### src/verilog/rxai_pkg.sv
// Shared constants for the receive alarm interrupt block.
// Assumes one byte-wide register port and one system clock.
package rxai_pkg;
  // ----------------------------------------
  // Register offsets
  // ----------------------------------------
  localparam logic [7:0] RXAI_OFF_CFG = 8'h10;
  localparam logic [7:0] RXAI_OFF_IEN = 8'h12;
  localparam logic [7:0] RXAI_OFF_FLAGS = 8'h13;
  // ----------------------------------------
  // Field positions
  // ----------------------------------------
  localparam int RXAI_CFG_AIS = 7;
  localparam int RXAI_CFG_LOS = 6;
  localparam int RXAI_CFG_IDLE = 5;
  localparam int RXAI_CFG_OOF = 4;
  localparam int RXAI_CFG_PAR = 2;
  localparam int RXAI_CFG_FSYNC = 1;
  localparam int RXAI_CFG_MSYNC = 0;
  localparam int RXAI_IRQ_AIS = 5;
  localparam int RXAI_IRQ_IDLE = 4;
  // ----------------------------------------
  // Values after reset
  // ----------------------------------------
  localparam logic [7:0] RXAI_IEN_RST = 8'h00;
  localparam logic [7:0] RXAI_FLAGS_RST = 8'h00;
  localparam logic [2:0] RXAI_CFG_RST = 3'h0;
  // ----------------------------------------
  // Frame and framing-bit counts
  // ----------------------------------------
  localparam logic [5:0] RXAI_FRAME_THRESH = 6'h3f;
  localparam logic [4:0] RXAI_OOF_THR_LOW = 5'h03;
  localparam logic [4:0] RXAI_OOF_THR_HIGH = 5'h06;
  // Condition state of a frame-count detector
  typedef enum logic {
    RXAI_CLEAR = 1'b0,
    RXAI_DECLARED = 1'b1
  } rxai_cond_t;
endpackage
### src/verilog/rxai_alarm_irq.sv
// Receive alarm monitor: alarm and idle conditions, interrupts, registers.
// Assumes frame and framing-bit strobes synchronous to ref_clk_in,
// and a register master that never issues read and write together.
`timescale 1ns/10ps
`default_nettype none
module rxai_alarm_irq import rxai_pkg::*; (
  input wire logic ref_clk_in,
  input wire logic rst_in,
  // Receive stream events
  input wire logic frame_in,
  input wire logic ais_pattern_in,
  input wire logic idle_pattern_in,
  input wire logic fbit_in,
  input wire logic fbit_err_in,
  input wire logic in_frame_in,
  input wire logic signal_loss_state_in,
  // Register port
  input wire logic [7:0] addr_in,
  input wire logic [7:0] wr_data_in,
  input wire logic wr_en_in,
  input wire logic rd_en_in,
  output logic [7:0] rd_data_out,
  // Status and control outputs
  output logic int_n_out,
  output logic remote_fail_out,
  output logic alarm_indication_state_out,
  output logic idle_pattern_state_out,
  output logic out_of_frame_state_out,
  output logic [2:0] framing_cfg_out
);
  // ----------------------------------------
  // State
  // ----------------------------------------
  typedef struct packed {
    logic [7:0] ien; // Interrupt enables
    logic [7:0] flags; // Sticky interrupt flags
    logic [2:0] cfg; // Framing options
    logic [7:0] rdata; // Read data, one cycle
    logic int_n; // Interrupt request, low active
    logic ferf; // Remote failure request
    logic ais; // Mirrored alarm state
    logic idle; // Mirrored idle state
    logic oof; // Mirrored out-of-frame
  } rxai_top_t;
  rxai_top_t st_reg, st_next;

  // ----------------------------------------
  // Register map
  // ----------------------------------------
  // 0x10 configuration and alarm state:
  //   bit 7 alarm indication state, read only
  //   bit 6 signal loss state, taken from the input pin
  //   bit 5 idle pattern state, read only
  //   bit 4 out-of-frame state, read only
  //   bit 3 reserved, reads zero
  //   bits 2:0 framing options, read and write
  //   bit 1 picks six of sixteen errors, else three
  // 0x12 interrupt enables, all eight bits read and write;
  //   only bit 5 (alarm) and bit 4 (idle) gate the request
  // 0x13 interrupt flags, cleared by a read of the register;
  //   writing ones clears the matching flags as well
  //   bit 5 alarm change, bit 4 idle change, others zero
  // Any other address reads zero and ignores writes
  //
  // ----------------------------------------
  // Timing
  // ----------------------------------------
  // Frame n of a run is counted at the edge that samples it;
  // the detector toggles on the 63rd and pulses its change line.
  // One edge later the flag, the request and the mirrored state
  // all move together, so software never sees a flag whose
  // state bit has not caught up yet.
  // Read data stand for the single cycle after the strobe and
  // are zero otherwise; the master must take them there.
  // Writes land at the strobe edge and act from the next cycle.
  //
  // ----------------------------------------
  // Limitations
  // ----------------------------------------
  // The signal loss state is only reflected for reading; its
  // own change interrupt lives in another block.
  // A flag read in the same cycle as a new event keeps the new
  // event, at the cost of a read value that does not show it;
  // the next read does.
  // Far-end failure has no disable: it follows alarm and
  // out-of-frame whenever either is declared.

  logic ais_state; // Alarm detector state
  logic ais_chg; // Alarm change pulse
  logic idle_state; // Idle detector state
  logic idle_chg; // Idle change pulse
  logic oof_state; // Out-of-frame state
  logic rd_flags; // Read of flag register
  logic [7:0] set_vec; // Flag set requests
  logic [7:0] clr_vec; // Flag clear requests

  // ----------------------------------------
  // Condition detectors
  // ----------------------------------------
  // Alarm indication run detector
  rxai_frame_cond u_ais (
    .ref_clk_in(ref_clk_in),
    .rst_in(rst_in),
    .frame_in(frame_in),
    .pattern_in(ais_pattern_in),
    .state_out(ais_state),
    .change_out(ais_chg)
  );

  // Idle pattern run detector
  rxai_frame_cond u_idle (
    .ref_clk_in(ref_clk_in),
    .rst_in(rst_in),
    .frame_in(frame_in),
    .pattern_in(idle_pattern_in),
    .state_out(idle_state),
    .change_out(idle_chg)
  );

  // Framing loss detector; sync option picks six
  rxai_oof_det u_oof (
    .ref_clk_in(ref_clk_in),
    .rst_in(rst_in),
    .fbit_in(fbit_in),
    .fbit_err_in(fbit_err_in),
    .six_sel_in(st_reg.cfg[RXAI_CFG_FSYNC]),
    .in_frame_in(in_frame_in),
    .oof_out(oof_state)
  );

  // ----------------------------------------
  // Next state
  // ----------------------------------------
  // Flags are set on every change, enabled or not,
  // so software can poll with interrupts masked
  always_comb begin
    st_next = st_reg;
    set_vec = 8'h00;
    clr_vec = 8'h00;
    rd_flags = rd_en_in && (addr_in == RXAI_OFF_FLAGS);
    st_next.rdata = 8'h00;
    set_vec[RXAI_IRQ_AIS] = ais_chg;
    set_vec[RXAI_IRQ_IDLE] = idle_chg;

    // Register writes
    if (wr_en_in) begin
      if (addr_in == RXAI_OFF_CFG) begin
        // Only the low three bits are writable
        st_next.cfg = wr_data_in[2:0];
      end else if (addr_in == RXAI_OFF_IEN) begin
        st_next.ien = wr_data_in;
      end else if (addr_in == RXAI_OFF_FLAGS) begin
        // Write one to clear as well
        clr_vec = wr_data_in;
      end
    end

    // Register reads, data valid next cycle
    if (rd_en_in) begin
      if (addr_in == RXAI_OFF_CFG) begin
        // present alarm state at bit 7
        st_next.rdata[RXAI_CFG_AIS] = ais_state;
        st_next.rdata[RXAI_CFG_LOS] = signal_loss_state_in;
        st_next.rdata[RXAI_CFG_IDLE] = idle_state;
        st_next.rdata[RXAI_CFG_OOF] = oof_state;
        st_next.rdata[2:0] = st_reg.cfg;
      end else if (addr_in == RXAI_OFF_IEN) begin
        st_next.rdata = st_reg.ien;
      end else if (addr_in == RXAI_OFF_FLAGS) begin
        st_next.rdata = st_reg.flags;
      end else begin
        // Unmapped addresses read zero
        st_next.rdata = 8'h00;
      end
    end

    // read clears, a new event wins
    if (rd_flags) begin
      clr_vec = 8'hff;
    end
    st_next.flags = (st_reg.flags & ~clr_vec) | set_vec;

    // The request is worked out from the next flags and
    // enables, so it moves in the same cycle as the flag
    // and needs no extra stage behind the register
    // enabled flags drive request
    st_next.int_n = ~|(st_next.flags & st_next.ien);

    // Detector states are already registered, so the far-end
    // failure and the mirrors share one edge and cannot skew
    // automatic remote failure
    st_next.ferf = ais_state | oof_state;
    st_next.ais = ais_state;
    st_next.idle = idle_state;
    st_next.oof = oof_state;
  end

  // ----------------------------------------
  // Reset policy
  // ----------------------------------------
  // Reset is synchronous and only loads constants, so the
  // request pin is high and far-end failure low from the first
  // edge of reset on; the detectors reset in step with this.
  // Each field is named below rather than a whole-struct load,
  // which keeps the reset value of every field next to its name.

  // ----------------------------------------
  // Registers
  // ----------------------------------------
  always_ff @(posedge ref_clk_in) begin
    if (rst_in) begin
      st_reg.ien <= RXAI_IEN_RST;
      st_reg.flags <= RXAI_FLAGS_RST;
      st_reg.cfg <= RXAI_CFG_RST;
      st_reg.rdata <= 8'h00;
      st_reg.int_n <= 1'b1;
      st_reg.ferf <= 1'b0;
      st_reg.ais <= 1'b0;
      st_reg.idle <= 1'b0;
      st_reg.oof <= 1'b0;
    end else begin
      st_reg <= st_next;
    end
  end

  // ----------------------------------------
  // Outputs, all from flip-flops
  // ----------------------------------------
  assign rd_data_out = st_reg.rdata;
  assign int_n_out = st_reg.int_n;
  // Mirror lags detector by one cycle, so ferf and state align
  assign remote_fail_out = st_reg.ferf;
  assign alarm_indication_state_out = st_reg.ais;
  assign idle_pattern_state_out = st_reg.idle;
  assign out_of_frame_state_out = st_reg.oof;
  assign framing_cfg_out = st_reg.cfg;
endmodule
`default_nettype wire

### src/verilog/rxai_frame_cond.sv
// Frame-count condition detector: declare or clear after a run of frames.
// Assumes one frame strobe per received frame with its pattern flag.
`timescale 1ns/10ps
`default_nettype none
module rxai_frame_cond import rxai_pkg::*; (
  input wire logic ref_clk_in,
  input wire logic rst_in,
  input wire logic frame_in,
  input wire logic pattern_in,
  output logic state_out,
  output logic change_out
);
  typedef struct packed {
    rxai_cond_t cond; // Declared or clear
    logic [5:0] cnt; // Run of disagreeing frames
    logic chg; // One-cycle change pulse
  } rxai_fc_t;
  rxai_fc_t st_reg, st_next;
  // ----------------------------------------
  // Run counter
  // ----------------------------------------
  // Any agreeing frame restarts the run, so noise cannot add up
  always_comb begin
    st_next = st_reg;
    st_next.chg = 1'b0;
    if (frame_in) begin
      if (pattern_in != st_reg.cond) begin
        if (st_reg.cnt == RXAI_FRAME_THRESH - 6'h01) begin
          st_next.cond = rxai_cond_t'(~st_reg.cond);
          st_next.cnt = 6'h00;
          st_next.chg = 1'b1;
        end else begin
          st_next.cnt = st_reg.cnt + 6'h01;
        end
      end else begin
        st_next.cnt = 6'h00;
      end
    end
  end
  always_ff @(posedge ref_clk_in) begin
    if (rst_in) begin
      st_reg <= '{RXAI_CLEAR, 6'h00, 1'b0};
    end else begin
      st_reg <= st_next;
    end
  end
  assign state_out = st_reg.cond;
  assign change_out = st_reg.chg;
endmodule
`default_nettype wire

### src/verilog/rxai_oof_det.sv
// Out-of-frame detector over the last sixteen framing bits.
// Assumes a strobe per framing bit and a pulse when framing is regained.
`timescale 1ns/10ps
`default_nettype none
module rxai_oof_det import rxai_pkg::*; (
  input wire logic ref_clk_in,
  input wire logic rst_in,
  input wire logic fbit_in,
  input wire logic fbit_err_in,
  input wire logic six_sel_in,
  input wire logic in_frame_in,
  output logic oof_out
);
  typedef struct packed {
    logic [15:0] hist; // Error history, newest in bit 0
    logic oof; // Out-of-frame declared
  } rxai_oof_t;
  rxai_oof_t st_reg, st_next;
  logic [4:0] errs; // Errors in the new history
  logic [4:0] thr; // Selected threshold
  // ----------------------------------------
  // History and decision
  // ----------------------------------------
  always_comb begin
    st_next = st_reg;
    errs = 5'h00;
    thr = six_sel_in ? RXAI_OOF_THR_HIGH : RXAI_OOF_THR_LOW;
    if (fbit_in) begin
      st_next.hist = {st_reg.hist[14:0], fbit_err_in};
    end
    for (int i = 0; i < 16; i++) begin
      errs = errs + {4'h0, st_next.hist[i]};
    end
    if (!st_reg.oof && fbit_in && errs >= thr) begin
      st_next.oof = 1'b1;
    end else if (st_reg.oof && in_frame_in) begin
      st_next.oof = 1'b0;
    end
  end
  always_ff @(posedge ref_clk_in) begin
    if (rst_in) begin
      st_reg <= '{16'h0000, 1'b0};
    end else begin
      st_reg <= st_next;
    end
  end
  assign oof_out = st_reg.oof;
endmodule
`default_nettype wire

### config.mk
export PLATFORM = sky130hd
export DESIGN_NAME = rxai_alarm_irq
export DESIGN_NICKNAME = d
export VERILOG_FILES = /design/src/verilog/rxai_pkg.sv /design/src/verilog/rxai_alarm_irq.sv /design/src/verilog/rxai_frame_cond.sv /design/src/verilog/rxai_oof_det.sv
export SDC_FILE = /design/constraint.sdc
export NUM_CORES = 1
export LEC_CHECK = 0
export ABC_CLOCK_PERIOD_IN_PS = 5900
export BUFFER_PORTS_ARGS = -buffer_cell sky130_fd_sc_hd__buf_2
export CORE_MARGIN = 1.5
export CORE_UTILIZATION = 52
export DETAILED_ROUTE_END_ITERATION = 12
export PLACE_DENSITY_LB_ADDON = 0.3
export SYNTH_ARGS = -nofsm -noshare
export SYNTH_HDL_FRONTEND = slang
export SYNTH_SLANG_ARGS = --single-unit
### constraint.sdc
create_clock -name ref_clk_in -period 5.9 [get_ports ref_clk_in]
set_input_delay 0.59 -clock ref_clk_in [delete_from_list [all_inputs] [get_ports ref_clk_in]]
set_output_delay 0.59 -clock ref_clk_in [all_outputs]
set_load 0.02 [all_outputs]
==> impl_metrics.yaml, run 1 <==
run_status:
  run_status: "finished clean"
placed_design:
  dp_hpwl_mm: 4.51
  gp_congestion: 0.781
  numPortBuffers: 42
  placed_cell_area_um2: 3460
cells_and_area:
  fillCellCount: 539
  multi_input_area_um2: 1740
  nets: 414
  utilization: 0.605
  diodes: 0
  seqCellArea_um2: 1300
  fin_area_um2: 3660
  drive_gt1_frac: 0.226
  syn_to_final_growth_pct: 10.3
grt:
  antenna_found_initial: 0
  grt_max_degree: 48
  grt_usage: 0.195
  grt_pass1_vias: 2455
  grt_pass1_wl_mm: 11.0
  grt_overflow_total: 0
power_and_ir_drop:
  power_mw: 0.887
  combPwrFrac: 0.066
  peakVddDrop_v: 0.000167
  p_switching_mw: 0.193
  clock_power_share: 0.435
  power_frac_seq: 0.499
  p_sw_frac: 0.218
  p_per_area_nw_per_um2: 242
  p_int_mw: 0.694
  leakagePower_nw: 1.61
synthesis:
  synth_fp_nets: 388
  syn_area_um2: 3320
  yosys.area.top_type_share: 0.392
  synthesis.instances: 340
  synth.largest_area_cell: "dfxtp_1"
  yosysMostFrequentCell: "dfxtp_1"
  ys_ff_latch: 65
  yosys_warnings: 0
  synthArstFlopShare: 0
  ys_dominant_reg_cell: "dfxtp_1"
  synth_area_per_cell_um2: 9.77
  synth.area.top_cells: "dfxtp_1, fa_1, nor2_1"
  netlist_top_cells_count: "dfxtp_1, nor2_1, inv_1"
  ys_types: 53
  ys_seq_area_frac: 0.392
  synth_edf_count: 0
sta:
  rsz0062_at_grt: "no"
  report.final.hold_viol_count: 0
  period_needed_ns: 5.00
  fin_crit_sh: 0.848
  final.setup.tns_ns: 0
  hold_slack_ns: 0.456
  setup-violations-final: 0
  relSlewSlack: 0.319
  timing.fmax_mhz: 200
  skew_ns: 0.00925
  worstMarginPinSlew_ns: 1.02
  slew_viol_final: 0
clock_tree:
  h-tree-depth: 3
  cts_setup_buffers: 0
  cts_hold_buf: 0
  insertion_delay_ns: 0.33
  numCtsBuffers: 9
  clock-sinks: 65
  clk_pin_slew_ns: 0.07
  cts_tree: "done"
  clockBufferDepth: 2
  cts-root-buf: "clkbuf_8"
  cts_resized: 0
critical_path:
  path_class: "in -> reg"
  start_kind: "primary input"
  arrival_ns: 5.18
  regToRegSetupSlack_ns: 1.15
  r2r-start: "u_oof.st_reg[1]$_SDFF_PP0_"
  rr_endpoint: "u_oof.oof_out$_SDFFE_PP0P_"
  crit_path_end: "u_oof.oof_out$_SDFFE_PP0P_"
  required_ns: 6.08
  path_max_fanout: 9
  crit_start: "fbit_in"
  ff2ff_path_depth: 14
  critPathCaptureType: "flop"
floorplan:
  die_y_um: 82.9
  initial_core_util: 0.548
  rows: 28
  core_um2: 6060
  dieWidth_um: 82.9
  fp.dieArea_um2: 6880
  ios: 43
detailed_routing:
  drt_iter0_drc: 135
  ant_nets: 0
  dr.pass1.iters: 4
  wl_mm: 6.29
  vias: 2443
  drc_errors: 0
  via_per_inst: 5.48
  post_drt_wl_per_cell_um: 14.1
flow_run:
  drv_cap: 0
min_path:
  hp-class: "reg -> reg"
-- worst min path at each step --
stage                           from                        end  cells past startpoint
2_1_floorplan  st_reg[20]$_SDFF_PP0_  rd_data_out[4]$_SDFF_PP0_                      2
3_3_place_gp   st_reg[20]$_SDFF_PP0_  rd_data_out[4]$_SDFF_PP0_                      2
3_5_place_dp   st_reg[20]$_SDFF_PP0_  rd_data_out[4]$_SDFF_PP0_                      2
4_1_cts        st_reg[20]$_SDFF_PP0_  rd_data_out[4]$_SDFF_PP0_                      2
5_1_grt        st_reg[16]$_SDFF_PP0_      st_reg[16]$_SDFF_PP0_                      1
6_report       st_reg[20]$_SDFF_PP0_  rd_data_out[4]$_SDFF_PP0_                      2
-- through the flow --
step           setup WS, ns  std cells
2_1_floorplan         0.369        340
3_3_place_gp          0.612        430
3_5_place_dp          0.486        430
4_1_cts               0.867        446
5_1_grt               0.653        446
6_report              0.898        446
-- per-layer routing --
layer	GRT usage	vias to the layer above	wire length [µm]
li1	-	1217	-
met1	0.251	1177	3020
met2	0.308	45	2980
met3	0.0666	4	251
met4	0.0606	0	43
met5	0	-	0
-- placed cells by master, fill, tap and decap left out, types with 3 or more instances in the layout --
cell      Yosys  layout
a21o_1        3       3
a21oi_1      10      10
a222oi_1      3       3
a22oi_1       5       5
a31oi_1       5       5
and4_1        4       4
and4_4        3       3
buf_2         4      42
clkbuf_8      0      12
dfxtp_1      65      65
fa_1         10      10
ha_1         11      11
inv_1        28      28
mux2_2        9       9
mux2i_1      14      14
nand2_1      18      18
nand3_1       4       4
nand4_1       7       7
nor2_1       38      38
nor2b_1      14      14
o211a_1       3       3
o21ai_0       4       4
o21ba_1       3       3
o21ba_2       4       4
o221ai_1      3       3
xnor2_1       5       5
xor2_1        6       6
-- critical path, stage by stage --
cell	delay (ns)
buf_2	0.20
buf_4	0.23
mux2_2	0.37
fa_1	0.54
inv_1	0.05
fa_1	0.46
fa_1	0.53
fa_1	0.42
fa_1	0.41
fa_1	0.41
xnor2_1	0.17
ha_1	0.24
nor3b_1	0.13
o41ai_1	0.30
a21oi_1	0.11
-- layout make-up --
| type | instances | share of cell area |
|---|---|---|
| multi-input cells | 218 | 0.474 |
| clock inverters | 2 | 0.00956 |
| repair buffers | 43 | 0.0594 |
| well taps | 75 | 0.0256 |
| inverters | 29 | 0.0297 |
| clock buffers | 14 | 0.0471 |
| flip-flops and latches | 65 | 0.355 |
-- kinds of logic after synthesis --
| kind of cell | Yosys count | synth area share |
|---|---|---|
| xor+xnor | 11 | 0.0290 |
| fa+ha+maj | 21 | 0.102 |
| flops | 65 | 0.392 |
| simple gates | 105 | 0.176 |
| buf+inv | 57 | 0.0862 |
| mux | 23 | 0.0727 |
| compound gates | 58 | 0.143 |
-- power by group through the flow --
stage / registers [mW] / clock network, mW / logic, mW
final: 0.443 / 0.386 / 0.0582
after global routing: 0.443 / 0.418 / 0.0649
after CTS: 0.443 / 0.397 / 0.0586
after detailed placement: 0.453 / 0 / 0.0581
after global placement: 0.453 / 0 / 0.0570
after floorplan: 0.452 / 0 / 0.0389
Note: power is estimated with default switching activity, not from simulation.
==> run 2: changes to the inputs <==
ABC_CLOCK_PERIOD_IN_PS = 4100   (was 5900)
clock period = 4.1 ns   (was 5.9 ns; I/O delays follow)
==> impl_metrics.yaml, run 2 (synthesized netlist as in run 1, its figures left out) <==
run_status:
  run_status: "finished with violations"
  violations: "negative setup slack"
sta:
  timing.fmax_mhz: 218
  fin_crit_sh: 1.12
  period_needed_ns: 4.59
  slew_viol_final: 0
  report.final.hold_viol_count: 0
  setup-violations-final: 1
  worstMarginPinSlew_ns: 0.842
  skew_ns: 0.00572
  hold_slack_ns: 0.316
  timing.final.ws_setup_ns: -0.487
  rsz0062_at_grt: "yes"
  relSlewSlack: 0.436
critical_path:
  path_max_fanout: 2
  crit_chain: "mux2_4 -> ha_4 -> inv_1 -> fa_1 -> fa_1 -> fa_1 -> fa_1 -> fa_2 -> fa_2 -> xnor2_2 -> ha_1 -> nor3b_1 -> o41ai_1 -> a21oi_1"
  start_kind: "flop"
  required_ns: 4.29
  critPathMaxStageDelay_ns: 0.53
  critPathCaptureType: "flop"
  critPathMostFrequentCell: "fa_1"
  arrival_ns: 4.78
  cp_slowest_cell: "fa_1"
  path_class: "reg -> reg"
clock_tree:
  cts_setup_buffers: 0
  cts-root-buf: "clkbuf_8"
  numCtsBuffers: 9
  cts_tree: "done"
  clock-sinks: 65
  clockBufferDepth: 2
  clk_pin_slew_ns: 0.07
  h-tree-depth: 3
  insertion_delay_ns: 0.34
flow_run:
  drv_cap: 0
floorplan:
  ios: 43
  initial_core_util: 0.548
  core_um2: 6060
  die_y_um: 82.9
  rows: 28
  dieWidth_um: 82.9
  fp.dieArea_um2: 6880
cells_and_area:
  syn_to_final_growth_pct: 12.8
  final_common_cell: "dfxtp_1"
  diodes: 0
  nets: 421
  layout_common_cells: "dfxtp_1, buf_2, nor2_1, inv_1, nand2_1"
  seqCellArea_um2: 1300
  drive_gt1_frac: 0.249
  multi_input_area_um2: 1770
  fillCellCount: 529
grt:
  grt_pass1_wl_mm: 11.2
  grt_pass1_vias: 2417
  grt_max_degree: 48
  grt_usage: 0.203
  grt_overflow_total: 0
  antenna_found_initial: 0
placed_design:
  dp_hpwl_mm: 4.72
  gp_congestion: 0.791
  post-place-ws_ns: -0.790
  numPortBuffers: 42
detailed_routing:
  via_per_inst: 5.43
  drc_errors: 0
  drt_iter0_drc: 164
  vias: 2458
  ant_nets: 0
  wl_mm: 6.65
  dr.pass1.iters: 5
  post_drt_wl_per_cell_um: 14.7
power_and_ir_drop:
  peakVddDrop_v: 0.000265
  power_frac_seq: 0.489
  p_sw_frac: 0.221
  clock_power_share: 0.442
  leakagePower_nw: 1.66
  p_switching_mw: 0.289
  p_int_mw: 1.01
  combPwrFrac: 0.069
  p_per_area_nw_per_um2: 348
min_path:
  hp-class: "in -> reg"
==> run 2: cell count changes in the layout (fill, tap and decap cells not counted), moves of 2 or more <==
| cell | change |
|---|---|
| fa_1 | -2 |
| buf_4 | +7 |
| clkbuf_1 | +2 |
| clkbuf_8 | -3 |
| mux2_4 | +2 |
| mux2_2 | -2 |
| fa_2 | +2 |
==> run 2: worst paths after layout <==
check / to / depth (start not counted) / from / slack (ns)
max: u_oof.oof_out$_SDFFE_PP0P_ / 14 / u_oof.st_reg[2]$_SDFF_PP0_ / -0.49
min: u_oof.oof_out$_SDFFE_PP0P_ / 3 / in_frame_in / 0.32
max reg2reg: u_oof.oof_out$_SDFFE_PP0P_ / 14 / u_oof.st_reg[2]$_SDFF_PP0_ / -0.49
min reg2reg: rd_data_out[4]$_SDFF_PP0_ / 2 / st_reg[20]$_SDFF_PP0_ / 0.47
==> run 2: critical path, delay by kind of cell, from the launching register on <==
family / cells / cell delay [ns]
fa+ha+maj: 8 / 3.19
compound gates: 2 / 0.33
flops: 1 / 0.32
mux: 1 / 0.28
xor+xnor: 1 / 0.14
simple gates: 1 / 0.14
buf+inv: 1 / 0.04
==> run 2: layout make-up <==
class                   count  area share
clock buffers              13      0.0371
clock inverters             3      0.0174
inverters                  29      0.0290
multi-input cells         218       0.472
flip-flops and latches     65       0.348
well taps                  75      0.0250
repair buffers             50      0.0721
==> run 2: stage by stage <==
stage / util / total power [mW] / cells / setup TNS [ns] / area, µm²
after CTS: 0.614 / 1.31 / 453 / -0.473 / 3720
after detailed placement: 0.580 / 0.739 / 437 / -0.790 / 3510
after global placement: 0.580 / 0.736 / 437 / -0.704 / 3510
after floorplan: - / 0.708 / 340 / -0.791 / 3340
final: 0.618 / 1.30 / 453 / -0.487 / 3750
after global routing: 0.618 / 1.36 / 453 / -0.697 / 3750
==> run 2: timing repair <==
| action | 4_1_cts | 5_1_grt |
|---|---|---|
| hold buffers | 0 | 0 |
| pin swaps | 0 | 0 |
| endpoints found under the setup margin | 1 | 1 |
| gates resized for setup | 0 | 5 |
==> run 2: per-layer routing <==
| metal | global-route usage | wire length [µm] | vias to the layer above |
|---|---|---|---|
| li1 | - | - | 1230 |
| met1 | 0.258 | 2940 | 1152 |
| met2 | 0.332 | 3260 | 65 |
| met3 | 0.0656 | 372 | 11 |
| met4 | 0.0561 | 76 | 0 |
| met5 | 0 | 0 | - |
==> run 2: power groups by stage <==
stage / Sequential, mW / Combinational, mW / Clock (mW)
2_1_floorplan: 0.651 / 0.0575 / 0
3_3_place_gp: 0.651 / 0.0850 / 0
3_5_place_dp: 0.652 / 0.0875 / 0
4_1_cts: 0.637 / 0.0883 / 0.588
5_1_grt: 0.637 / 0.101 / 0.617
6_report: 0.637 / 0.0897 / 0.576
==> run 3: changes to the inputs <==
==> constraint.sdc (replaced) <==
create_clock -name ref_clk_in -period 4.1 [get_ports ref_clk_in]
set_input_delay 0.82 -clock ref_clk_in [delete_from_list [all_inputs] [get_ports ref_clk_in]]
set_output_delay 0.82 -clock ref_clk_in [all_outputs]
set_load 0.02 [all_outputs]
==> impl_metrics.yaml, run 3 (synthesized netlist as in run 1, its figures left out) <==
placed_design:
  dp_hpwl_mm: 4.72
  numPortBuffers: 42
  place_inst: 437
  gp_congestion: 0.794
detailed_routing:
  dr.pass1.iters: 4
  drt_iter0_drc: 205
  ant_nets: 0
  drc_errors: 0
  via_per_inst: 5.47
  wl_mm: 6.64
  post_drt_wl_per_cell_um: 14.7
  vias: 2479
grt:
  grt_pass1_wl_mm: 11.4
  antenna_found_initial: 0
  grt_usage: 0.203
  grt_pass1_vias: 2446
  grt_max_degree: 48
  grt_overflow_total: 0
clock_tree:
  cts_setup_buffers: 0
  clock-sinks: 65
  cts_resized: 0
  numCtsBuffers: 9
  clk_pin_slew_ns: 0.07
  clockBufferDepth: 2
  insertion_delay_ns: 0.34
  cts_tree: "done"
  cts-root-buf: "clkbuf_8"
  h-tree-depth: 3
  cts_hold_buf: 0
flow_run:
  drv_cap: 0
sta:
  slew_viol_final: 0
  final.setup.tns_ns: -0.800
  worstMarginPinSlew_ns: 0.886
  timing.final.ws_setup_ns: -0.800
  rsz0062_at_grt: "yes"
  skew_ns: 0.00364
  timing.fmax_mhz: 204
  setup-violations-final: 1
  relSlewSlack: 0.407
  fin_crit_sh: 1.20
  period_needed_ns: 4.90
  report.final.hold_viol_count: 0
cells_and_area:
  fillCellCount: 556
  multi_input_area_um2: 1740
  syn_to_final_growth_pct: 11.7
  drive_gt1_frac: 0.249
  layout_common_cells: "dfxtp_1, buf_2, nor2_1, inv_1, nand2_1"
  diodes: 0
  nets: 421
  seqCellArea_um2: 1300
  final_common_cell: "dfxtp_1"
  layoutNonFillerInstCount: 453
min_path:
  hold_end: "st_reg[16]$_SDFF_PP0_"
  min_from: "st_reg[16]$_SDFF_PP0_"
  hp-class: "reg -> reg"
  whs_path_depth: 1
critical_path:
  regToRegSetupSlack_ns: -0.44
  arrival_ns: 5.09
  start_kind: "primary input"
  path_class: "in -> reg"
  critPathCaptureType: "flop"
  required_ns: 4.29
  path_max_fanout: 3
  ff2ff_path_depth: 14
  r2r-start: "u_oof.st_reg[2]$_SDFF_PP0_"
  rr_endpoint: "u_oof.oof_out$_SDFFE_PP0P_"
floorplan:
  rows: 28
  fp.dieArea_um2: 6880
  initial_core_util: 0.548
  core_um2: 6060
  die_y_um: 82.9
  ios: 43
  dieWidth_um: 82.9
run_status:
  run_status: "finished with violations"
  violations: "negative setup slack"
power_and_ir_drop:
  p_per_area_nw_per_um2: 340
  leakagePower_nw: 1.63
  peakVddDrop_v: 0.000296
## run 3: cell count changes in the layout (fill, tap and decap cells not counted), sizes merged
cell	previous run	this run
clkbuf	13	11
clkinvlp	0	2
bufinv	2	1
clkinv	1	2
## run 3: critical path, stage by stage
cell	delay [ns]
buf_2	0.12
mux2_2	0.35
ha_1	0.27
inv_1	0.04
fa_1	0.50
fa_1	0.45
fa_1	0.53
fa_1	0.43
fa_2	0.36
fa_2	0.35
xnor2_1	0.14
ha_1	0.26
nor3b_1	0.13
o41ai_1	0.23
a21oi_1	0.10
## run 3: power breakdown
part	total [mW]	leakage, nW	internal (mW)	switching [mW]
logic	0.0886	1.02	0.0364	0.0522
clock network	0.538	0.0953	0.295	0.242
registers	0.637	0.524	0.634	0.00254
## run 3: routing by layer
metal	part of all wire	vias up	wire [µm]	track usage
met2	0.49	47	3250	0.328
li1	-	1235	-	-
met1	0.45	1184	3010	0.261
met4	0.016	0	107	0.0712
met3	0.041	13	272	0.0557
met5	0	-	0	0
## run 3: worst max path at each step
stage | depth (start not counted) | slack (ns) | startpoint | to
floorplan | 16 | -1.20 | fbit_in | u_oof.oof_out$_SDFFE_PP0P_
global placement | 15 | -1.12 | fbit_in | u_oof.oof_out$_SDFFE_PP0P_
global route | 15 | -0.96 | fbit_in | u_oof.oof_out$_SDFFE_PP0P_
finish | 15 | -0.80 | fbit_in | u_oof.oof_out$_SDFFE_PP0P_
detailed placement | 15 | -1.17 | fbit_in | u_oof.oof_out$_SDFFE_PP0P_
CTS | 15 | -0.81 | fbit_in | u_oof.oof_out$_SDFFE_PP0P_
## run 3: layout make-up
class,instances,area share
multi-input combinational,218,0.469
sequential,65,0.351
timing repair buffer,50,0.0728
clock buffer,11,0.0381
inverter,29,0.0293
tap,75,0.0253
clock inverter,5,0.0148
## run 3: through the flow
| step | hold WS (ns) | power [mW] | util | cell area, µm² | setup WS (ns) |
|---|---|---|---|---|---|
| 6_report | 0.473 | 1.26 | 0.612 | 3710 | -0.800 |
| 4_1_cts | 0.474 | 1.27 | 0.612 | 3710 | -0.812 |
| 2_1_floorplan | 0.432 | 0.708 | - | 3340 | -1.20 |
| 3_3_place_gp | 0.453 | 0.736 | 0.580 | 3510 | -1.12 |
| 5_1_grt | 0.485 | 1.31 | 0.612 | 3710 | -0.958 |
| 3_5_place_dp | 0.461 | 0.738 | 0.580 | 3510 | -1.17 |
